### src/verilog/seq_defs.svh
// Constants of the program sequencer: addresses, vectors, timing.
// Assumes inclusion by bare name from the sequencer package and modules.
`ifndef SEQ_DEFS_SVH
`define SEQ_DEFS_SVH
`define PC_W          12
`define PAGE_W        4
`define STACK_LEVELS  8
`define PCL_ADDR      8'h06
`define TABLE_READ_POINTER_ADDR     8'h07
`define TABLE_READ_HIGH_BYTE_ADDR     8'h08
`define VEC_RESET     12'h000
`define VEC_INT_A     12'h004
`define VEC_INT_B     12'h008
`define VEC_TMR_A     12'h00C
`define VEC_TMR_B     12'h010
`define VEC_SERIAL    12'h014
`define VEC_MULTI     12'h018
`define LAST_PAGE     4'hF
`define PC_STEP       12'h001
`define SST_TSYS      1024
`define SST_CYC       (`SST_TSYS * 1)
`define SST_CNT_W     11
`define IRQ_N         6
`endif

### src/verilog/seq_pkg.sv
// Types shared by the program sequencer and its return stack.
// Assumes seq_defs.svh is on the include path.
`include "seq_defs.svh"
package seq_pkg;
  typedef enum logic [3:0] {
    PH_T1 = 4'b0001,
    PH_T2 = 4'b0010,
    PH_T3 = 4'b0100,
    PH_T4 = 4'b1000
  } phase_t;
  typedef enum logic [2:0] {
    RS_START = 3'b001,
    RS_RUN   = 3'b010,
    RS_HALT  = 3'b100
  } run_t;
  typedef enum logic [2:0] {
    CK_NONE = 3'h0,
    CK_SKIP = 3'h1,
    CK_JUMP = 3'h2,
    CK_CALL = 3'h3,
    CK_RET  = 3'h4,
    CK_TABC = 3'h5,
    CK_TABL = 3'h6,
    CK_HALT = 3'h7
  } cmd_kind_t;
  typedef struct packed {
    cmd_kind_t         kind;
    logic [`PC_W-1:0]  target;
  } seq_cmd_t;
  typedef struct packed {
    logic              wr;
    logic [7:0]        addr;
    logic [7:0]        wdata;
  } dm_req_t;
endpackage : seq_pkg

### src/verilog/program_sequencer.sv
// Program sequencer: phase generator, fetch/execute pipeline, counter, table reads.
// Assumes a synchronous program memory answering by phase T3, an outside
// decoder giving a command at T4, and interrupt sources holding requests.
// Contract
// - Four system clocks, four one-hot phases, make one instruction cycle.
// - Fetch in one cycle, execute in the next; one instruction per cycle.
// - Counter-changing instructions take two cycles; the prefetched word is dropped.
// - Counter is 12 bits, covering 4096 words, no banking.
// - Counter advances by one after each fetch.
// - Satisfied skip drops the fetched word, dummy cycle, continues at counter+2.
// - Reset clears the counter to 000H.
// - Enabled first external interrupt, stack not full, vectors to 004H.
// - Enabled second external interrupt, stack not full, vectors to 008H.
// - Enabled timer A overflow, stack not full, vectors to 00CH.
// - Enabled timer B overflow, stack not full, vectors to 010H.
// - Enabled serial byte completion, stack not full, vectors to 014H.
// - Enabled clock or remote-control events share vector 018H.
// - Low-byte write replaces bits 7..0, keeps 11..8: jump within page.
// - Jump and call load all 12 bits from target; return from stack top.
// - Program memory is 4096 words of 16 bits.
// - Current-page table address is counter bits 11..8 with pointer.
// - Last-page table address is all-ones page with pointer.
// - Table read gives low byte to data memory, upper byte to 08H.
// - Counter low byte reads and writes at data address 06H.
// - After power-up or wake, hold execution for 1024 clocks.
// - Eight-level stack; call or interrupt pushes, return pops.
// - With stack full, pending interrupts wait until a return.
`timescale 1ns/1ps
`default_nettype none
`include "seq_defs.svh"
module program_sequencer #(
  parameter int PC_W        = `PC_W,
  parameter int DEPTH       = `STACK_LEVELS,
  parameter int SST_CYCLES  = `SST_CYC
) (
  input  wire logic              core_clk,     // 25 MHz system clock
  input  wire logic              rst_n,        // Async reset, low
  input  wire logic              ce,           // Clock enable, freezes all
  output logic      [PC_W-1:0]   pmem_addr,    // Program memory address
  input  wire logic [15:0]       pmem_data,    // Program memory word
  output logic      [15:0]       instr,        // Word in execute stage
  output logic                   instr_valid,  // Execute word is real
  output seq_pkg::phase_t        phase,        // Current phase
  input  wire seq_pkg::seq_cmd_t cmd,          // Decoder command at T4
  input  wire seq_pkg::dm_req_t  dm_req,       // Data memory write at T4
  output logic      [7:0]        dm_rdata,     // Read data, 06H..08H
  output logic                   tab_low_wr,   // Table low byte strobe
  output logic      [7:0]        tab_low_data, // Table low byte
  input  wire logic [`IRQ_N-1:0] irq_pend,     // Latched interrupt requests
  input  wire logic [`IRQ_N-1:0] irq_en,       // Per-source enables
  output logic      [`IRQ_N-1:0] irq_ack,      // One-hot acknowledge pulse
  input  wire logic              wake,         // Wake from halt
  output logic                   running       // Executing, not start-up
);
  import seq_pkg::*;

  phase_t             ph_ff;
  run_t               rs_ff;
  logic [PC_W-1:0]    pc_ff, fetch_addr_ff, pmem_addr_ff, nxt_pc;
  logic [15:0]        fetch_word_ff, instr_ff;
  logic               instr_valid_ff, cyc_tab_ff, tab_last_ff, tab_low_wr_ff;
  logic [7:0]         table_read_pointer_ff, table_read_high_byte_ff, dm_rdata_ff, tab_low_data_ff;
  logic [`IRQ_N-1:0]  irq_ack_ff, irq_go;
  logic [`SST_CNT_W-1:0] sst_cnt_ff;
  logic [PC_W-1:0]    stk_top;
  logic               stk_full, do_push, do_pop, flush, start_tab, go_halt;
  logic               exec, pcl_wr, table_read_pointer_wr, t4, irq_take, running_ff;
  cmd_kind_t          kind;

  // Lowest-index request wins
  function automatic logic [`IRQ_N-1:0] irq_pick(input logic [`IRQ_N-1:0] req);
    logic [`IRQ_N-1:0] pick;
    pick = '0;
    for (int i = `IRQ_N - 1; i >= 0; i--) begin
      if (req[i]) pick = '0;
      if (req[i]) pick[i] = 1'b1;
    end
    return pick;
  endfunction : irq_pick

  // Vector for a one-hot request
  function automatic logic [PC_W-1:0] irq_vec(input logic [`IRQ_N-1:0] sel);
    logic [PC_W-1:0] v;
    v = `VEC_RESET;
    if (sel[0]) v = `VEC_INT_A;
    else if (sel[1]) v = `VEC_INT_B;
    else if (sel[2]) v = `VEC_TMR_A;
    else if (sel[3]) v = `VEC_TMR_B;
    else if (sel[4]) v = `VEC_SERIAL;
    else if (sel[5]) v = `VEC_MULTI;
    return v;
  endfunction : irq_vec

  // Table address: current page or forced last page
  function automatic logic [PC_W-1:0] tab_addr(input logic last, input logic [PC_W-1:0] pc,
                                               input logic [7:0] ptr);
    return last ? {`LAST_PAGE, ptr} : {pc[PC_W-1:8], ptr};
  endfunction : tab_addr

  assign t4      = (rs_ff == RS_RUN) && (ph_ff == PH_T4);
  assign exec    = instr_valid_ff;
  assign kind    = exec ? cmd.kind : CK_NONE;
  assign pcl_wr  = t4 && exec && dm_req.wr && (dm_req.addr == `PCL_ADDR);
  assign table_read_pointer_wr = t4 && exec && dm_req.wr && (dm_req.addr == `TABLE_READ_POINTER_ADDR);
  // Stack full holds every request off; sources keep them latched
  assign irq_go  = stk_full ? '0 : irq_pick(irq_pend & irq_en);

  // Boundary decision; a low-byte write outranks the decoder command
  always_comb begin
    nxt_pc    = pc_ff;
    do_push   = 1'b0;
    do_pop    = 1'b0;
    flush     = 1'b0;
    start_tab = 1'b0;
    go_halt   = 1'b0;
    irq_take  = 1'b0;
    if (pcl_wr) begin
      nxt_pc = {pc_ff[PC_W-1:8], dm_req.wdata};
      flush  = 1'b1;
    end else begin
      case (kind)
        CK_SKIP: begin
          // Counter already passed the discarded word, so it stands at +2
          nxt_pc = pc_ff;
          flush  = 1'b1;
        end
        CK_JUMP: begin
          nxt_pc = cmd.target;
          flush  = 1'b1;
        end
        CK_CALL: begin
          nxt_pc  = cmd.target;
          do_push = 1'b1;
          flush   = 1'b1;
        end
        CK_RET: begin
          nxt_pc = stk_top;
          do_pop = 1'b1;
          flush  = 1'b1;
        end
        CK_TABC, CK_TABL: begin
          start_tab = 1'b1;
        end
        CK_HALT: begin
          nxt_pc  = fetch_addr_ff;
          go_halt = 1'b1;
          flush   = 1'b1;
        end
        default: begin
          // Only a non-branching boundary takes an interrupt
          if (irq_go != '0) begin
            nxt_pc   = irq_vec(irq_go);
            do_push  = 1'b1;
            irq_take = 1'b1;
            flush    = 1'b1;
          end
        end
      endcase
    end
  end

  // Start-up timer and run state; wake re-enters the start-up wait
  always_ff @(posedge core_clk or negedge rst_n) begin
    if (!rst_n) begin
      rs_ff      <= RS_START;
      sst_cnt_ff <= '0;
      running_ff <= 1'b0;
    end else if (ce) begin
      case (rs_ff)
        RS_START: begin
          sst_cnt_ff <= sst_cnt_ff + 1'b1;
          if (sst_cnt_ff == `SST_CNT_W'(SST_CYCLES - 1)) begin
            rs_ff      <= RS_RUN;
            running_ff <= 1'b1;
          end
        end
        RS_RUN: begin
          sst_cnt_ff <= '0;
          if (t4 && go_halt) begin
            rs_ff      <= RS_HALT;
            running_ff <= 1'b0;
          end
        end
        RS_HALT: begin
          if (wake) rs_ff <= RS_START;
        end
        default: begin
          rs_ff      <= RS_START;
          running_ff <= 1'b0;
        end
      endcase
    end
  end

  // Phase ring, only while running
  always_ff @(posedge core_clk or negedge rst_n) begin
    if (!rst_n) begin
      ph_ff <= PH_T1;
    end else if (ce) begin
      if (rs_ff != RS_RUN) ph_ff <= PH_T1;
      else begin
        case (ph_ff)
          PH_T1:   ph_ff <= PH_T2;
          PH_T2:   ph_ff <= PH_T3;
          PH_T3:   ph_ff <= PH_T4;
          PH_T4:   ph_ff <= PH_T1;
          default: ph_ff <= PH_T1;
        endcase
      end
    end
  end

  // Counter and fetch address; a table cycle borrows the memory port
  always_ff @(posedge core_clk or negedge rst_n) begin
    if (!rst_n) begin
      pc_ff         <= `VEC_RESET;
      pmem_addr_ff  <= `VEC_RESET;
      fetch_addr_ff <= `VEC_RESET;
    end else if (ce && rs_ff == RS_RUN) begin
      if (ph_ff == PH_T1) begin
        pmem_addr_ff <= cyc_tab_ff ? tab_addr(tab_last_ff, pc_ff, table_read_pointer_ff) : pc_ff;
        if (!cyc_tab_ff) fetch_addr_ff <= pc_ff;
      end
      if (ph_ff == PH_T2 && !cyc_tab_ff) pc_ff <= pc_ff + `PC_STEP;
      if (t4) pc_ff <= nxt_pc;
    end
  end

  // Pipeline: T3 captures the fetch, T4 hands it to execute
  always_ff @(posedge core_clk or negedge rst_n) begin
    if (!rst_n) begin
      fetch_word_ff  <= 16'h0000;
      instr_ff       <= 16'h0000;
      instr_valid_ff <= 1'b0;
      cyc_tab_ff     <= 1'b0;
      tab_last_ff    <= 1'b0;
    end else if (ce) begin
      if (rs_ff != RS_RUN) instr_valid_ff <= 1'b0;
      else if (ph_ff == PH_T3 && !cyc_tab_ff) fetch_word_ff <= pmem_data;
      else if (t4) begin
        cyc_tab_ff  <= start_tab;
        tab_last_ff <= (kind == CK_TABL);
        // Issuing a table read holds the prefetched word one more cycle
        if (!start_tab) instr_ff <= fetch_word_ff;
        instr_valid_ff <= !flush && !start_tab;
      end
    end
  end

  // Table data capture and the low-byte strobe
  always_ff @(posedge core_clk or negedge rst_n) begin
    if (!rst_n) begin
      table_read_high_byte_ff         <= 8'h00;
      tab_low_wr_ff   <= 1'b0;
      tab_low_data_ff <= 8'h00;
    end else if (ce) begin
      tab_low_wr_ff <= 1'b0;
      if (rs_ff == RS_RUN && ph_ff == PH_T3 && cyc_tab_ff) begin
        table_read_high_byte_ff         <= pmem_data[15:8];
        tab_low_data_ff <= pmem_data[7:0];
        tab_low_wr_ff   <= 1'b1;
      end
    end
  end

  // Pointer register and read-back; unmapped addresses read zero
  always_ff @(posedge core_clk or negedge rst_n) begin
    if (!rst_n) begin
      table_read_pointer_ff     <= 8'h00;
      dm_rdata_ff <= 8'h00;
    end else if (ce) begin
      if (table_read_pointer_wr) table_read_pointer_ff <= dm_req.wdata;
      if (dm_req.addr == `PCL_ADDR) dm_rdata_ff <= pc_ff[7:0];
      else if (dm_req.addr == `TABLE_READ_POINTER_ADDR) dm_rdata_ff <= table_read_pointer_ff;
      else if (dm_req.addr == `TABLE_READ_HIGH_BYTE_ADDR) dm_rdata_ff <= table_read_high_byte_ff;
      else dm_rdata_ff <= 8'h00;
    end
  end

  // Acknowledge pulse lets the source clear its request
  always_ff @(posedge core_clk or negedge rst_n) begin
    if (!rst_n) irq_ack_ff <= '0;
    else if (ce) irq_ack_ff <= (t4 && irq_take) ? irq_go : '0;
  end

  // Pushed return is the next unexecuted word, as the fetched one
  ret_stack #(.DEPTH(DEPTH), .AW(PC_W)) u_stack (
    .core_clk  (core_clk),
    .rst_n     (rst_n),
    .ce        (ce && t4),
    .push      (do_push),
    .pop       (do_pop),
    .push_addr (fetch_addr_ff),
    .top_addr  (stk_top),
    .full      (stk_full)
  );

  assign pmem_addr    = pmem_addr_ff;
  assign instr        = instr_ff;
  assign instr_valid  = instr_valid_ff;
  assign phase        = ph_ff;
  assign dm_rdata     = dm_rdata_ff;
  assign tab_low_wr   = tab_low_wr_ff;
  assign tab_low_data = tab_low_data_ff;
  assign irq_ack      = irq_ack_ff;
  assign running      = running_ff;
endmodule : program_sequencer
`default_nettype wire

### src/verilog/ret_stack.sv
// Return-address stack, circular, eight levels by default.
// Assumes push and pop never arrive together; a push when full drops the oldest.
`timescale 1ns/1ps
`default_nettype none
`include "seq_defs.svh"
module ret_stack #(
  parameter int DEPTH = `STACK_LEVELS,
  parameter int AW    = `PC_W
) (
  input  wire logic          core_clk,   // System clock
  input  wire logic          rst_n,      // Async reset, low
  input  wire logic          ce,         // Clock enable
  input  wire logic          push,       // Store push_addr
  input  wire logic          pop,        // Drop top entry
  input  wire logic [AW-1:0] push_addr,  // Address pushed
  output logic      [AW-1:0] top_addr,   // Most recent entry
  output logic               full        // All levels used
);
  import seq_pkg::*;
  localparam int PW = $clog2(DEPTH);
  logic [AW-1:0] mem [DEPTH];
  logic [PW-1:0] ptr_ff;
  logic [PW:0]   cnt_ff;

  // Storage has no reset; only the pointer and count are control state
  always_ff @(posedge core_clk) begin
    if (ce && push) begin
      mem[ptr_ff] <= push_addr;
    end
  end

  // Pointer wraps, so overflow silently loses the oldest entry
  always_ff @(posedge core_clk or negedge rst_n) begin
    if (!rst_n) begin
      ptr_ff <= '0;
      cnt_ff <= '0;
    end else if (ce && push) begin
      ptr_ff <= ptr_ff + 1'b1;
      if (cnt_ff != (PW+1)'(DEPTH)) cnt_ff <= cnt_ff + 1'b1;
    end else if (ce && pop) begin
      ptr_ff <= ptr_ff - 1'b1;
      if (cnt_ff != '0) cnt_ff <= cnt_ff - 1'b1;
    end
  end

  assign top_addr = mem[ptr_ff - 1'b1];
  assign full     = (cnt_ff == (PW+1)'(DEPTH));
endmodule : ret_stack
`default_nettype wire

### config.mk
export PLATFORM = sky130hd
export DESIGN_NAME = program_sequencer
export DESIGN_NICKNAME = d
export VERILOG_FILES = /design/src/verilog/seq_pkg.sv /design/src/verilog/program_sequencer.sv /design/src/verilog/ret_stack.sv
export VERILOG_INCLUDE_DIRS = /design/src /design/src/verilog
export SDC_FILE = /design/constraint.sdc
export NUM_CORES = 1
export LEC_CHECK = 0
export BUFFER_PORTS_ARGS = -buffer_cell sky130_fd_sc_hd__buf_2
export CORE_ASPECT_RATIO = 1.25
export CORE_MARGIN = 2
export CORE_UTILIZATION = 58
export CTS_CLUSTER_SIZE = 24
export DETAILED_ROUTE_END_ITERATION = 10
export HOLD_SLACK_MARGIN = 0.05
export PLACE_DENSITY_LB_ADDON = 0.1
export SYNTH_ARGS = -nofsm -noshare
export SYNTH_HDL_FRONTEND = slang
export SYNTH_SLANG_ARGS = --single-unit
### constraint.sdc
create_clock -name core_clk -period 4.4 [get_ports core_clk]
set_clock_uncertainty 0.05 [all_clocks]
set_input_delay 0.44 -clock core_clk [delete_from_list [all_inputs] [get_ports core_clk]]
set_output_delay 0.44 -clock core_clk [all_outputs]
set_load 0.05 [all_outputs]
==> Word-level counts from Yosys, hierarchy flattened <==
Memory sizes are Yosys's and may differ from the RTL's.
Cells that the tools add are included.
W data, S select, Z words.
{ "word_totals": {"regBits": 136, "ram_bits": 96, "inputBits": 64, "mem_count": 1} }
{ "classes": {"n_addsub": 6, "n_eq_ne": 31, "muxes": 65, "bitwise": 6, "n_reduce_logical": 46} }
{ "mem_list": {"columns": ["memory", "words", "word_bits", "read_ports", "rd_ports_with_merged_regs", "wr", "line_no", "rtl"], "rows": [
  ["u_stack.mem", 8, 12, 1, 0, 1, "ret_stack.sv:21", "logic [AW-1:0] mem [DEPTH];"]
]} }
{ "ops": {"columns": ["cell", "count"], "rows": [
  ["$mux W12", 6],
  ["$pmux W12 S4", 1],
  ["$mux W6", 7],
  ["$mux W5", 6],
  ["$mux W1", 25],
  ["$mux W8", 3],
  ["$pmux W11 S2", 1],
  ["$mux W4", 5],
  ["$mux W3", 6],
  ["$eq A8 B3 Y1 const B", 2],
  ["$logic_and A1 B1 Y1", 16],
  ["$reduce_and A4 Y1", 4],
  ["$eq A3 B3 Y1 const B", 5],
  ["$add A12 B1 Y12 const B", 1],
  ["$ne A2 B2 Y1 const B", 6],
  ["$pmux W4 S3", 1],
  ["$reduce_and A3 Y1", 4],
  ["$add A11 B1 Y11 const B", 1],
  ["$eq A11 B10 Y1 const B", 1],
  ["$reduce_and A5 Y1", 2],
  ["$reduce_bool A2 Y1", 5],
  ["$eq A3 B2 Y1 const B", 3],
  ["$pmux W3 S3", 1],
  ["$eq A4 B4 Y1 const B", 2],
  ["28 further kinds", 40]
]} }

==> Logic depth before layout (Yosys ltp) <==
{ "logic_depth": {"word_depth": 23, "mapped_depth": 13, "depth_no_buf": 10} }

==> Hierarchy <==
A second synthesis with hierarchy kept.
{ "hier_totals": {"hier_cells": 789, "hier_area_um2": 10731.5} }
{ "modules_own_cells": {"columns": ["module", "n_inst", "cells_each", "area_each_um2", "seq_area_each_um2"], "rows": [
  ["program_sequencer", 1, 583, 6542.5, 3230.6],
  ["ret_stack", 1, 206, 4189.0, 3057.9]
]} }

==> Least setup slack after synthesis <==
Ideal clock, no wire load.
{ "synth_path": {"path_type": "register to register", "startpoint": "reg ph_ff[2] (netlist: phase[2])", "endpoint": "mem u_stack.mem[2][0] in the netlist's numbering (enable)", "setup_time_ns": 0.412, "arrival_time_ns": 3.060, "slack_ns": 0.878, "stages_incl_launch_ff": 9, "n_path_buf": 3, "period_less_slack_ns": 3.522, "cell_sequence": "dfrtp_1 > buf_6 > nor4b_4 > and2_1 > buf_2 > o2111a_1 > buf_2 > inv_2 > nor4_1"} }
{ "synth_via": {"elab_chain_cells": 9} }
{ "synth_lines": {"columns": ["item", "line_no", "rtl"], "rows": [
  ["start, declared", "program_sequencer.sv:57", "phase_t ph_ff;"],
  ["start signal, assigned", "program_sequencer.sv:198", "ph_ff <= PH_T1;"],
  ["start signal, assigned", "program_sequencer.sv:200", "if (rs_ff != RS_RUN) ph_ff <= PH_T1;"],
  ["start signal, assigned", "program_sequencer.sv:203", "PH_T1: ph_ff <= PH_T2;"],
  ["$eq A4 B4 Y1 *", "program_sequencer.sv:100", "assign t4 = (rs_ff == RS_RUN) && (ph_ff == PH_T4);"],
  ["$logic_and A1 B1 Y1 *", "program_sequencer.sv:100", null],
  ["$logic_and A1 B1 Y1 (3 in series)", "program_sequencer.sv:103", "assign pcl_wr = t4 && exec && dm_req.wr && (dm_req.addr == `PCL_ADDR);"],
  ["$mux W1", "program_sequencer.sv:117", "if (pcl_wr) begin"],
  ["$logic_and A1 B1 Y1 *", "ret_stack.sv:27", "if (ce && push) begin"],
  ["$mux W1 *", "ret_stack.sv:27", null],
  ["$mux W1 (not written as such) *", "ret_stack.sv:28", "mem[ptr_ff] <= push_addr;"],
  ["end, declared", "ret_stack.sv:21", null]
]} }
Mark *: on every way between the ends. The rest lies on a longest branch, timed or not.

==> Worst setup path in the final report <==
{ "layout_path": {"startpoint": "reg rs_ff[1]", "endpoint": "reg u_stack.cnt_ff[3]"} }
{ "layout_via": {"elab_chain_cells": 9} }
{ "layout_lines": {"columns": ["item", "line_no", "rtl"], "rows": [
  ["start, declared", "program_sequencer.sv:58", "run_t rs_ff;"],
  ["start signal, assigned", "program_sequencer.sv:165", "rs_ff <= RS_START;"],
  ["start signal, assigned", "program_sequencer.sv:173", "rs_ff <= RS_RUN;"],
  ["start signal, assigned", "program_sequencer.sv:180", "rs_ff <= RS_HALT;"],
  ["$eq A3 B2 Y1 *", "program_sequencer.sv:100", null],
  ["$logic_and A1 B1 Y1 *", "program_sequencer.sv:100", null],
  ["$logic_and A1 B1 Y1 (3 in series)", "program_sequencer.sv:103", null],
  ["$mux W1", "program_sequencer.sv:117", null],
  ["$logic_and A1 B1 Y1 (on tied branches)", "ret_stack.sv:37, ret_stack.sv:40", null],
  ["$ne A2 B2 Y1 (no line) or $reduce_bool A2 Y1 (tied branches)", null, null],
  ["$reduce_and A3 Y1 (no line)", null, null],
  ["end signal, assigned", "ret_stack.sv:39", "if (cnt_ff != (PW+1)'(DEPTH)) cnt_ff <= cnt_ff + 1'b1;"],
  ["end signal, assigned", "ret_stack.sv:42", "if (cnt_ff != '0) cnt_ff <= cnt_ff - 1'b1;"],
  ["end, declared", "ret_stack.sv:23", "logic [PW:0] cnt_ff;"]
]} }
Marked as above.
A chain may end at the register's enable or synchronous reset.

==> summary.txt <==
GRT
  • GRT Residual Overflow: 0
  • First-pass GRT wire length: 38,600 um
  • Largest net degree at the start of global routing: 110
  • Antenna violations before repair: 1
  • Gr usage total: 26.1%
  • Vias in the first global route: 7,281

Clock tree
  • CTS Buf Count: 23
  • Clock Path Buffers: 3
  • Worst-Skew Late Latency: 510 ps
  • CTS H-tree lvls: 1
  • Clock sink total: 232
  • Root buf cell: clkbuf_16
  • CTS tree: yes
  • Worst-path clk slew: around 60 ps

Floorplan
  • Die area: 0.0191 sq mm
  • Core Region: between 0.015 and 0.02 sq mm
  • IO Pins: about 120
  • # rows: 54
  • Die Ht: 154 um
  • Starting density of the core: roughly three fifths
  • Die width: 124 um

Power
  • Internal power: around 3.5 mW
  • PD cells: approximately 370 mW/mm^2
  • Sequential group share of total power: a little over half
  • Logic gate share of total power: 4.3%
  • Worst vdd ir: between 0.2 and 0.3 mV
  • Psw: between 0.9 and 1 mW
  • Clk network pwr share: approximately 44%
  • Sw Ratio: a little over a fifth
  • P_leak: around 5.3 nW

Synth
  • Post-synthesis async set-or-reset flop share: just under 60%
  • Netlist cell types: 74
  • Cell Area, Synth: 0.0105 sq mm
  • Syn nets: about 860
  • Yosys reg bits: 232
  • Mapped Avg Cell Area: between 10 and 15 sq um
  • Gate Count Post-Synth: a little under 800
  • Syn. warnings: 0
  • Sequential fraction of the synthesis area: around 60%
  • Post-synth EDFFs: between 90 and 100
  • Most used DFF post-synth: dfrtp_1

Setup path
  • Crit-path max cell delay: approximately 560 ps
  • Crit path max fanout: 25
  • R2R depth: 11
  • Crit start category: flip-flop
  • RR Startpoint: rs_ff[1]
  • Crit-path slowest cell: dfrtp_1
  • Crit path capture: u_stack.cnt_ff[3]
  • Crit path DAT: ~3800 ps
  • Setup crit start: rs_ff[1]
  • Crit Path Category: flip-flop to flip-flop
  • Most used cell, CP: nor2_1
  • Critical Path Sink Type: flip-flop
  • Reg-to-Reg End: u_stack.cnt_ff[3]
  • Critical path required time: between 4000 and 5000 ps
  • R2R setup slack: 950 ps
  • CP cell instances: nor3b_4 > and2_1 > buf_4 > o2111a_1 > inv_2 > ha_1 > a21o_1 > a21oi_1 > nor2_1 > a311oi_1 > nor2_1

Route
  • Wire length per cell: 21.0 um
  • Vias post-DR: between 7,000 and 8,000
  • Max layer used: met4
  • Final wirelength: ~24,000 um
  • Avg Vias per Cell: between 6 and 7
  • Drt pass-1 iters: 6
  • Routed Antenna Nets: 0
  • Met2 wire len: about 12,000 um
  • Met3 wire len: roughly 1500 um
  • Wire length on met1: about 9500 um
  • DRC Markers: 0
  • Detailed router's first-iteration violation count: about 540

Timing
  • Final setup violation count: 0
  • Slew @ Worst Pin: 1170 ps
  • RSZ-0062 raised after global routing: false
  • Final Worst Setup Slack: between 900 and 1000 ps
  • Rel. slew slack: 22.0%
  • Crit share post-route: between 70 and 80%
  • Min Tclk post-route: ~3400 ps
  • Setup TNS: 0 ps
  • Max frequency: 290 MHz
  • Final Hold Vio Count: 0
  • Max-slew violations: 0

Finish
  • Final nets: just under 1,000
  • Leading cell type in the layout, fill and taps excluded: dfrtp_1
  • Diode count: 0
  • Fin util: 68.4%
  • Syn-to-layout area delta: 14.8%
  • # fillers: roughly 1,300
  • Final instance area: 0.0120 sq mm
  • Share of layout cells above drive strength 1: between 30% and 40%
  • Most frequent cells in the layout: dfrtp_1 (134), buf_2 (119), edfxtp_1 (96)

Place
  • RD Place Congestion: a little under 0.9
  • PortBufs: 120
  • Pre-CTS setup slack: roughly 1000 ps
  • Placed inst area: 0.0113 sq mm
  • Post-DP HPWL: about 17,000 um

Worst hold path
  • WHS Path Cells: 2
  • Hold crit path type: input port to flip-flop
  • Hold Startpoint: pmem_data[10]

Status
  • Outcome: complete, no violations

Run
  • Maximum Capacitance Violations: 0
cell type report:
class / count / area (sq um) / share of cell area, %
Timing Repair Buffer: 137 / 737 / 6.14
Clock buffer: 34 / 651 / 5.42
Multi-Input combinational cell: 503 / 3910 / 32.6
Inverter: 13 / 48.8 / 0.406
Sequential cell: 232 / 6290 / 52.4
Clock inverter: 7 / 90.1 / 0.750
Tap cell: 224 / 280 / 2.33
power groups by stage:
stage	logic [mW]	clock network, mW	registers (mW)
2_1_floorplan	0.0873	0	2.36
4_1_cts	0.194	1.95	2.31
5_1_grt	0.216	2.06	2.31
3_5_place_dp	0.192	0	2.35
3_3_place_gp	0.186	0	2.35
6_report	0.192	1.93	2.31
state kept, by name, summed over array words and instances (netlist names), 3 cells and up:
signal and flops:
instr 16, table_read_high_byte_ff 8, u_stack.mem 96, phase 4, fetch_addr_ff 12, sst_cnt_ff 11, u_stack.cnt_ff 4, tab_low_data 8
pc_ff 12, u_stack.ptr_ff 3, irq_ack 6, dm_rdata 8, pmem_addr 12, rs_ff 3, table_read_pointer_ff 8, fetch_word_ff 16
kinds of logic after synthesis:
logic type / count (synthesis) / share of synthesized area (%)
compound gates: 164 / 10.2
simple gates: 204 / 10.5
fa+ha+maj: 7 / 0.909
mux: 113 / 14.5
flops: 232 / 60.1
xor+xnor: 15 / 1.26
buf+inv: 58 / 2.62
repair_timing:
action	CTS	global route
hold buffers	1	0
resized for setup	0	0
hold endpoints to repair	2	0
buffers inserted	0	0
worst min path at each step:
| stage | end | slack (ps) |
|---|---|---|
| 2_1_floorplan | cyc_tab_ff | 90 |
| 3_3_place_gp | irq_ack[3] | 420 |
| 3_5_place_dp | irq_ack[1] | 430 |
| 4_1_cts | fetch_word_ff[10] | 120 |
| 5_1_grt | fetch_word_ff[4] | 120 |
| 6_report | fetch_word_ff[10] | 130 |
stage by stage:
stage	hold slack (ps)	power, mW	cells
floorplan	94.4	2.45	793
CTS	122	4.45	1150
detailed placement	433	2.54	1108
global placement	419	2.53	1108
global route	122	4.58	1150
finish	126	4.43	1150
cell usage after synthesis (all sizes together), types with 3 or more instances:
| master | instances | area share (%) |
|---|---|---|
| dfrtp | 134 | 32 |
| edfxtp | 96 | 28 |
| mux2 | 68 | 7.3 |
| nor2 | 68 | 2.4 |
| a21oi | 51 | 2.4 |
| nand2 | 39 | 1.4 |
| o21ai | 32 | 1.5 |
| buf | 25 | 1.4 |
| mux4 | 24 | 5.2 |
| mux2i | 21 | 2.0 |
| clkbuf | 20 | 0.72 |
| nor3 | 18 | 1.1 |
| nand3 | 15 | 0.77 |
| inv | 12 | 0.43 |
| nor2b | 12 | 0.72 |
| o22ai | 12 | 0.72 |
| nor4 | 10 | 0.74 |
| a22oi | 9 | 0.65 |
| a31oi | 9 | 0.54 |
| nand4 | 9 | 0.60 |
| xor2 | 9 | 0.75 |
| a21o | 8 | 0.57 |
| ha | 6 | 0.72 |
| o2bb2ai | 6 | 0.50 |
| xnor2 | 6 | 0.50 |
| and2 | 5 | 0.30 |
| nand2b | 5 | 0.30 |
| nor3b | 5 | 0.47 |
| a211oi | 4 | 0.29 |
| and4 | 4 | 0.33 |
| o221ai | 4 | 0.33 |
| or3 | 4 | 0.24 |
| o31a | 3 | 0.25 |
| o31ai | 3 | 0.22 |
| o41ai | 3 | 0.32 |
per-layer routing:
| layer | GRT usage (%) | up-vias |
|---|---|---|
| met5 | 0 | - |
| met4 | 9.79 | 0 |
| met3 | 5.27 | 51 |
| met2 | 44.3 | 241 |
| met1 | 33.0 | 3501 |
| li1 | - | 3239 |
critical path, delay by kind of cell, from the launching register on:
kind,cells,cell delay [ps]
AND/OR/NAND/NOR,4,750
AO/OA/AOI/OAI,4,1200
adder cells (fa/ha/maj),1,320
buffers and inverters,2,450
flip-flops,1,560
No activity file was read; power rests on OpenSTA's default activity.
